## config.mk

```make
export PLATFORM = sky130hd
export DESIGN_NAME = qsp_pin_mux
export DESIGN_NICKNAME = d
export VERILOG_FILES = /design/src/qsp_pkg.sv /design/src/qsp_pin_mux.sv /design/src/qsp_sync.sv
export VERILOG_INCLUDE_DIRS = /design/src /design/src/src
export SDC_FILE = /design/constraint.sdc
export NUM_CORES = 1
export LEC_CHECK = 0
export BUFFER_PORTS_ARGS = -buffer_cell sky130_fd_sc_hd__buf_4
export CAP_MARGIN = 15
export CELL_PAD_IN_SITES_DETAIL_PLACEMENT = 0
export CELL_PAD_IN_SITES_GLOBAL_PLACEMENT = 1
export CORE_UTILIZATION = 34
export CTS_CLUSTER_DIAMETER = 100
export DETAILED_ROUTE_END_ITERATION = 16
export PLACE_DENSITY = 0.86
export SLEW_MARGIN = 15
export SYNTH_ARGS = -nofsm -noshare
export SYNTH_HDL_FRONTEND = slang
export SYNTH_HIERARCHICAL = 1
export SYNTH_SLANG_ARGS = --single-unit
export TNS_END_PERCENT = 10
```

## constraint.sdc

```tcl
create_clock -name clk_sys -period 1.45 [get_ports clk_sys]
set_input_delay 0.0725 -clock clk_sys [delete_from_list [all_inputs] [get_ports clk_sys]]
set_output_delay 0.0725 -clock clk_sys [all_outputs]
set_load 0.01 [all_outputs]
```

## src/qsp_map.svh

```systemverilog
// Constants for the shared quadrature/SPI pin multiplexer.
// Assumes inclusion by bare name from the pin multiplexer design file.
`ifndef QSP_MAP_SVH
`define QSP_MAP_SVH

`define QSP_PIN_COUNT      3
`define QSP_PIN_PHASE_A    0
`define QSP_PIN_PHASE_B    1
`define QSP_PIN_INDEX      2
`define QSP_PULLUP_BIT_A   0
`define QSP_PULLUP_BIT_B   1
`define QSP_PULLUP_BIT_IDX 2
`define QSP_PULLUP_RESET   3'h7
`define QSP_IDLE_LEVEL     1'b1
`define QSP_SYNC_STAGES    2

`endif

```

## src/qsp_pkg.sv

```systemverilog
// Types for the shared quadrature/SPI pin multiplexer.
// Assumes nothing beyond a SystemVerilog compiler.
package qsp_pkg;

  typedef enum logic [1:0] {
    MODE_NONE,
    MODE_QUAD,
    MODE_SPI,
    MODE_GPIO
  } qsp_mode_e;

  typedef enum logic [1:0] {
    ST_STRAP,
    ST_UNCONFIG,
    ST_RUN
  } qsp_state_e;

endpackage : qsp_pkg

```

## src/qsp_pin_mux.sv

```systemverilog
// Pin multiplexer for three shared pins: quadrature inputs, timer B channels,
// second SPI and port C GPIO. Control bits arrive as plain ports on clk_sys.
// Assumes pin pads resolve level from pin_out and active-low pin_oe_n.
`timescale 1ns/10ps
`include "qsp_map.svh"

// Function
// - With the phase-A alternate select set, the phase-A pin carries the SPI clock.
// - With the phase-B alternate select set, the phase-B pin carries SPI master-out data.
// - With the index alternate select set, the index pin carries SPI master-in data.
// - On the full variant, after reset, the pins feed the quadrature decoder inputs.
// - Clearing pull-up bit 0 of port C turns off the phase-A pin pull-up.
// - Clearing pull-up bit 1 of port C turns off the phase-B pin pull-up.
// - Clearing pull-up bit 2 of port C turns off the index pin pull-up.
// - In SPI master mode the clock pin is an output driving the slaves.
// - In SPI slave mode the clock pin is an input used as data clock.
// - The master presents each MOSI bit half a clock before the slave samples it.
// - The slave presents each MISO bit half a clock before the master samples it.
// - An unselected slave holds MISO in high impedance.
// - As GPIO each pin is an input or an output independently of the others.
// - Slave select arbitrates masters in master mode and selects in slave mode.
module qsp_pin_mux (
  input  wire logic       clk_sys,
  input  wire logic       reset_n,
  input  wire logic [2:0] pin_in,
  output logic      [2:0] pin_out,
  output logic      [2:0] pin_oe_n,
  output logic      [2:0] pin_pullup_en,
  input  wire logic       variant_full,
  input  wire logic       cfg_commit,
  input  wire logic       phase_a_alt_select,
  input  wire logic       phase_b_alt_select,
  input  wire logic       select_a,
  input  wire logic [2:0] port_c_pullup_reg,
  input  wire logic [2:0] port_c_gpio_sel,
  input  wire logic [2:0] port_c_dir_out,
  input  wire logic [2:0] port_c_data_out,
  output logic      [2:0] port_c_pin_in,
  input  wire logic [2:0] timer_b_drive,
  input  wire logic [2:0] timer_b_drive_en,
  output logic      [2:0] timer_b_sample,
  output logic            quad_phase_a_in,
  output logic            quad_phase_b_in,
  output logic            quad_index_in,
  input  wire logic       spi_master_mode,
  input  wire logic       spi_slave_select_n,
  input  wire logic       spi_second_clock_drive,
  input  wire logic       spi_second_master_out_drive,
  input  wire logic       spi_second_master_in_drive,
  output logic            spi_second_clock,
  output logic            spi_second_master_out,
  output logic            spi_second_master_in,
  output logic            spi_mode_fault,
  output logic            spi_slave_selected,
  output logic            pins_configured
);

  localparam int NPIN = `QSP_PIN_COUNT;

  // Routing choice for one pin; GPIO wins over SPI, SPI over quadrature
  function automatic qsp_pkg::qsp_mode_e pin_mode(input logic gpio_sel,
                                                  input logic alt_sel,
                                                  input qsp_pkg::qsp_state_e st);
    if (st != qsp_pkg::ST_RUN) begin
      pin_mode = qsp_pkg::MODE_NONE;
    end else if (gpio_sel) begin
      pin_mode = qsp_pkg::MODE_GPIO;
    end else if (alt_sel) begin
      pin_mode = qsp_pkg::MODE_SPI;
    end else begin
      pin_mode = qsp_pkg::MODE_QUAD;
    end
  endfunction : pin_mode

  // Synchronised pins (bits 2:0) and slave select (bit 3)
  logic [3:0] sync_q;
  qsp_sync #(
    .WIDTH       (4)
  ) u_sync (
    .clk_sys     (clk_sys),
    .reset_n     (reset_n),
    .async_in    ({spi_slave_select_n, pin_in}),
    .sync_out    (sync_q)
  );

  logic [2:0]          pin_q;
  logic                ss_active;
  logic [2:0]          alt_sel;
  qsp_pkg::qsp_state_e state;
  qsp_pkg::qsp_state_e next_state;

  assign pin_q     = sync_q[2:0];
  assign ss_active = !sync_q[3];
  assign alt_sel   = {select_a, phase_b_alt_select, phase_a_alt_select};

  // Variant strap is caught by a clocked step after reset release
  always_comb begin
    next_state = state;
    case (state)
      qsp_pkg::ST_STRAP: begin
        next_state = variant_full ? qsp_pkg::ST_RUN : qsp_pkg::ST_UNCONFIG;
      end
      qsp_pkg::ST_UNCONFIG: begin
        if (cfg_commit) begin
          next_state = qsp_pkg::ST_RUN;
        end
      end
      qsp_pkg::ST_RUN: begin
        next_state = qsp_pkg::ST_RUN;
      end
      default: begin
        next_state = qsp_pkg::ST_STRAP;
      end
    endcase
  end

  always_ff @(posedge clk_sys or negedge reset_n) begin
    if (!reset_n) begin
      state <= qsp_pkg::ST_STRAP;
    end else begin
      state <= next_state;
    end
  end

  logic [2:0] next_pin_out;
  logic [2:0] next_pin_oe_n;
  logic [2:0] next_pullup;
  logic [2:0] next_port_c_in;
  logic [2:0] next_timer_in;
  logic [2:0] next_quad;
  logic [2:0] next_spi_in;
  logic       next_fault;
  logic       next_slave_sel;
  logic       next_configured;
  logic [2:0] spi_drv;
  logic [2:0] spi_drv_en;
  logic [2:0] quad_reg;
  logic [2:0] spi_reg;

  always_comb begin
    qsp_pkg::qsp_mode_e mode;
    mode            = qsp_pkg::MODE_NONE;
    spi_drv         = {spi_second_master_in_drive, spi_second_master_out_drive,
                       spi_second_clock_drive};
    spi_drv_en[`QSP_PIN_PHASE_A] = spi_master_mode;
    spi_drv_en[`QSP_PIN_PHASE_B] = spi_master_mode;
    spi_drv_en[`QSP_PIN_INDEX]   = !spi_master_mode && ss_active;
    next_fault      = spi_master_mode && ss_active;
    next_slave_sel  = !spi_master_mode && ss_active;
    next_configured = (next_state == qsp_pkg::ST_RUN);
    next_pullup     = port_c_pullup_reg;
    next_port_c_in  = pin_q;
    next_pin_out    = {NPIN{`QSP_IDLE_LEVEL}};
    next_pin_oe_n   = '1;
    next_timer_in   = {NPIN{`QSP_IDLE_LEVEL}};
    next_quad       = {NPIN{`QSP_IDLE_LEVEL}};
    next_spi_in     = {NPIN{`QSP_IDLE_LEVEL}};
    for (int i = 0; i < NPIN; i++) begin
      mode = pin_mode(port_c_gpio_sel[i], alt_sel[i], state);
      case (mode)
        qsp_pkg::MODE_QUAD: begin
          next_quad[i]     = pin_q[i];
          next_timer_in[i] = pin_q[i];
          next_pin_out[i]  = timer_b_drive[i];
          next_pin_oe_n[i] = !timer_b_drive_en[i];
        end
        qsp_pkg::MODE_SPI: begin
          // Data and clock share one register stage, keeping half-cycle setup
          next_spi_in[i]   = spi_drv_en[i] ? `QSP_IDLE_LEVEL : pin_q[i];
          next_pin_out[i]  = spi_drv[i];
          next_pin_oe_n[i] = !spi_drv_en[i];
        end
        qsp_pkg::MODE_GPIO: begin
          next_pin_out[i]  = port_c_data_out[i];
          next_pin_oe_n[i] = !port_c_dir_out[i];
        end
        default: begin
          next_pin_oe_n[i] = 1'b1;
        end
      endcase
    end
  end

  always_ff @(posedge clk_sys or negedge reset_n) begin
    if (!reset_n) begin
      pin_out            <= {NPIN{`QSP_IDLE_LEVEL}};
      pin_oe_n           <= 3'h7;
      pin_pullup_en      <= `QSP_PULLUP_RESET;
      port_c_pin_in      <= 3'h7;
      timer_b_sample     <= 3'h7;
      quad_reg           <= 3'h7;
      spi_reg            <= 3'h7;
      spi_mode_fault     <= 1'b0;
      spi_slave_selected <= 1'b0;
      pins_configured    <= 1'b0;
    end else begin
      pin_out            <= next_pin_out;
      pin_oe_n           <= next_pin_oe_n;
      pin_pullup_en      <= next_pullup;
      port_c_pin_in      <= next_port_c_in;
      timer_b_sample     <= next_timer_in;
      quad_reg           <= next_quad;
      spi_reg            <= next_spi_in;
      spi_mode_fault     <= next_fault;
      spi_slave_selected <= next_slave_sel;
      pins_configured    <= next_configured;
    end
  end

  assign quad_phase_a_in       = quad_reg[`QSP_PIN_PHASE_A];
  assign quad_phase_b_in       = quad_reg[`QSP_PIN_PHASE_B];
  assign quad_index_in         = quad_reg[`QSP_PIN_INDEX];
  assign spi_second_clock      = spi_reg[`QSP_PIN_PHASE_A];
  assign spi_second_master_out = spi_reg[`QSP_PIN_PHASE_B];
  assign spi_second_master_in  = spi_reg[`QSP_PIN_INDEX];

  logic run_q;
  assign run_q = (state == qsp_pkg::ST_RUN);
endmodule : qsp_pin_mux

```

## src/qsp_sync.sv

```systemverilog
// Two-stage level synchroniser for pin inputs.
// Assumes asynchronous inputs and a single clock domain.
`timescale 1ns/10ps
module qsp_sync #(
  parameter int WIDTH = 4
) (
  input  wire logic             clk_sys,
  input  wire logic             reset_n,
  input  wire logic [WIDTH-1:0] async_in,
  output logic      [WIDTH-1:0] sync_out
);

  logic [WIDTH-1:0] stage1;
  logic [WIDTH-1:0] next_stage1;
  logic [WIDTH-1:0] next_sync_out;

  always_comb begin
    next_stage1   = async_in;
    next_sync_out = stage1;
  end

  // Reset value is a constant parameter-free all-ones (pulled-up idle)
  always_ff @(posedge clk_sys or negedge reset_n) begin
    if (!reset_n) begin
      stage1   <= '1;
      sync_out <= '1;
    end else begin
      stage1   <= next_stage1;
      sync_out <= next_sync_out;
    end
  end

endmodule : qsp_sync

```

# Yosys cells after proc, flatten, opt, wreduce, memory -nomap -nowiden
# Cells that the tools add are included.
# totals
register_bits	31
in_bits	33
output_inout_bits	24
elab_cells	64
# op_classes
n_eq_ne	13
muxes	27
reduce_logical	12
# ops
op	count
2-bit 2-to-1 mux	11
1-bit one-hot mux with 3 select lines	6
2-bit == test (second input constant)	8
1-bit logical NOT	9
1-bit 2-to-1 mux	9
2-bit by 1-bit == test with 1-bit output (second input constant)	4
2-bit one-hot mux with 3 select lines	1
1-bit logical AND	2
2-bit logical NOT	1
2-bit inequality test (second input constant)	1

# Depth between registers and ports, before layout
# logic_depth
word_depth	5
depth_mapped	4
depth_no_buf	2

# Modules after synthesis
# The synthesis kept the hierarchy.
# modules_own_cells
module	instances	cells_each	area_each_um2	seq_area_each_um2
qsp_pin_mux	1	71	939.7	598.1
qsp_sync	1	8	210.2	210.2

# Least setup slack after synthesis
# OpenSTA, ideal clock, no wires.
# synth_timing
path_type	reg-to-reg
from	register state[0]
to	register spi_reg[2]
setup_ps	93
arrival_ps	1071
t_required_ps	1357
slack_ps	285
stages_incl_launch_ff	4
path_buffers	1
synth_period_minus_slack_ps	1165
path_cell_list	dfrtp_1 > buf_6 > nand2b_4 > or4_4
# synth_via
elab_chain_len	4
# synth_rtl
element	line_no	rtl
start: declaration	qsp_pin_mux.sv:89	qsp_pkg::qsp_state_e state;
start signal: assignment	qsp_pin_mux.sv:119	state <= qsp_pkg::ST_STRAP;
start signal: assignment	qsp_pin_mux.sv:121	state <= next_state;
2-bit inequality test	qsp_pin_mux.sv:64	if (st != qsp_pkg::ST_RUN) begin
2-bit 2-to-1 mux	qsp_pin_mux.sv:64	
2-bit == test	qsp_pin_mux.sv:160	case (mode)
1-bit 2-to-1 mux	qsp_pin_mux.sv:160	
via next_spi_in[2]	qsp_pin_mux.sv:131	logic [2:0] next_spi_in;
end signal: assignment	qsp_pin_mux.sv:203	spi_reg <= next_spi_in;
end: declaration	qsp_pin_mux.sv:138	logic [2:0] spi_reg;
# The timed path passes the listed nets, and every way through them passes these cells.

# Worst setup path after layout
# Same ends and word-level chain as after synthesis.

==> results.py <==
metrics = {
    "status": {
        "status": "finished clean",
    },
    "finish": {
        "area_growth_pct": 59.1,
        "fillers": 270,
        "drive_gt1_frac": 0.603,
        "multi_input_area_sq_um": 287,
        "final_cell_mix": "buf_4 (57), dfstp_2 (26), dlygate4sd3_1 (18)",
        "final_nets": 188,
        "seqCellArea_sq_um": 808,
        "n_antenna_cell": 0,
        "final_util": 0.585,
        "mostFrequentLayoutCell": "buf_4",
    },
    "clock_network": {
        "post_cts_buffers": 0,
        "clock_latency_ps": 320,
        "cts_buffers": 5,
        "cts.repair.resized": 0,
        "clock_sinks": 31,
        "htreeDepth": 2,
        "cts.clk_slew.worst_paths_ps": 90,
        "cts_tree": "built",
        "root_buffer": "clkbuf_4",
        "clockBufferDepth": 2,
        "holdBufCountCts": 18,
    },
    "setup_path": {
        "worst_path_largest_cell_delay_ps": 470,
        "crit_fanout": 7,
        "cp-start-kind": "register",
        "worstPathRequired_ps": 1700,
        "crit_buf_inv": 0,
        "crit_chain": "nand2b_4 -> or4_4",
        "rrSetupSlack_ps": 290,
        "slowest_stage": "or4_4",
        "arrival_ps": 1400,
        "crit_type": "reg -> reg",
        "worstSetupEndpointType": "register",
        "critPathTopFamily": "simple AND/OR/NAND/NOR gates",
    },
    "timing": {
        "fin_crit_ps": 1160,
        "finalMaxSlewViolations": 0,
        "rsz0062_at_grt": "no",
        "fin_crit_sh": 0.798,
        "worst_pin_slew_ps": 365,
        "setup-tns-final_ps": 0,
        "max_freq_mhz": 864,
        "finClkSkew_ps": 7.34,
        "slew_headroom": 0.757,
        "setup_viol": 0,
        "fin_ws_ps": 293,
        "hold_viol": 0,
    },
    "floorplanning": {
        "start_util": 0.368,
        "die_y_microns": 60.2,
        "placeableCoreArea_sq_um": 3130,
        "die_w_microns": 60.2,
        "rows": 20,
        "die_area_sq_um": 3620,
        "top_level_ports": 57,
    },
    "placement": {
        "pre_cts_ws_ps": 296,
        "gp_congestion": 0.732,
        "hpwl_mm": 1.72,
        "portBuffers": 56,
    },
    "global_routing": {
        "grt_pass1_wl_mm": 4.07,
        "antenna_found_initial": 0,
        "overflow": 0,
        "grt_pass1_vias": 945,
        "grt_max_degree": 32,
        "grt_use_total": 0.166,
    },
    "route": {
        "firstDrtPassIters": 4,
        "wl_per_cell_microns": 13.0,
        "drt_first_iter_violations": 26,
        "via_per_inst": 4.50,
        "vias": 899,
        "drt-total-wl_mm": 2.61,
        "drc": 0,
        "ant_nets": 0,
    },
    "logic_synthesis": {
        "ys.flop_type": "dfstp_2",
        "ys_seq_elements": 31,
        "ys_types": 26,
        "netlist_instances": 79,
        "ys_async_sr_fraction": 1.00,
        "syn_avg_cell_area_sq_um": 14.6,
        "syn_area_sq_um": 1150,
        "seq_area_frac_synth": 0.703,
        "yosysWarningCount": 6,
        "synth_edf_count": 0,
        "syn-num-nets": 112,
    },
    "pwr": {
        "p_per_area_nw_per_um2": 1190,
        "ir_drop_mv": 0.500,
        "leakage_nw": 0.820,
    },
    "run": {
        "cap_violations": 0,
    },
    "min_path": {
        "hp-class": "in -> reg",
    },
}
-- per-stage QoR --
step / cells / instance area (sq um) / power [mW] / hold WS (ps)
4_1_cts: 200 / 1830 / 2.19 / 6.69
3_3_place_gp: 174 / 1590 / 1.63 / 13.6
5_1_grt: 200 / 1830 / 2.32 / 7.93
2_1_floorplan: 79 / 1150 / 1.39 / -223
6_report: 200 / 1830 / 2.17 / 23.1
3_5_place_dp: 174 / 1590 / 1.65 / 17.4
-- layout make-up --
| cell class | count | area share |
|---|---|---|
| Sequential cell | 31 | 0.442 |
| Timing Repair Buffer | 75 | 0.332 |
| Clock buffer | 7 | 0.0301 |
| Clock inverter | 1 | 0.00274 |
| Inverter | 3 | 0.00616 |
| Multi-Input combinational cell | 39 | 0.157 |
| Tap cell | 44 | 0.0301 |
-- Yosys cell counts, types with 2 or more instances --
library cell	count	area [sq um]
nand3_1	2	10.0
inv_1	3	11.3
nand3b_1	2	15.0
mux2_2	2	22.5
nor4bb_1	3	30.0
o211ai_1	2	15.0
dfrtp_1	5	125
a31oi_1	3	18.8
buf_2	2	10.0
o22ai_1	2	12.5
nor2b_1	3	18.8
mux2i_1	3	30.0
buf_4	3	22.5
nor3b_1	2	15.0
nand2b_1	3	18.8
dfstp_2	26	683
nor2_1	4	15.0
-- routing by layer --
layer	part of all wire	wire, microns	track usage
met5	0	0	0
met4	0.018	47	0.0797
met3	0.11	281	0.0996
met2	0.51	1340	0.279
met1	0.36	938	0.157
-- cell families (layout without fill, tap and decap cells) --
group / Yosys count / after routing / share of synthesized area
flops: 31 / 31 / 0.703
simple gates: 24 / 24 / 0.145
compound gates: 10 / 10 / 0.0588
buf+inv: 9 / 86 / 0.0479
mux: 5 / 5 / 0.0457
-- worst reg2reg max path, stage by stage (launching register included) --
cell and delay [ps]:
dfrtp_1 450, nand2b_4 170, or4_4 470
-- power breakdown --
part,leakage [nW],internal (mW),switching [mW]
sequential,0.332,1.04,0.0731
combinational,0.453,0.315,0.239
clock,0.0353,0.235,0.268
-- path summary, 6_finish.rpt --
| path | from | endpoint | depth (start not counted) |
|---|---|---|---|
| setup / recovery | state[0]$_DFF_PN0_ | spi_reg[2]$_DFF_PN1_ | 2 |
| setup reg to reg | state[0]$_DFF_PN0_ | spi_reg[2]$_DFF_PN1_ | 2 |
| max in group asynchronous | reset_n | pin_pullup_en[2]$_DFF_PN1_ | 2 |
| hold / removal | port_c_dir_out[2] | pin_oe_n[2]$_DFF_PN1_ | 3 |
| min in group asynchronous | reset_n | spi_slave_selected$_DFF_PN0_ | 2 |
| hold reg to reg | u_sync/next_sync_out[3]$_DFF_PN1_ | u_sync/sync_out[3]$_DFF_PN1_ | 0 |
Note: power is estimated with default switching activity, not from simulation.
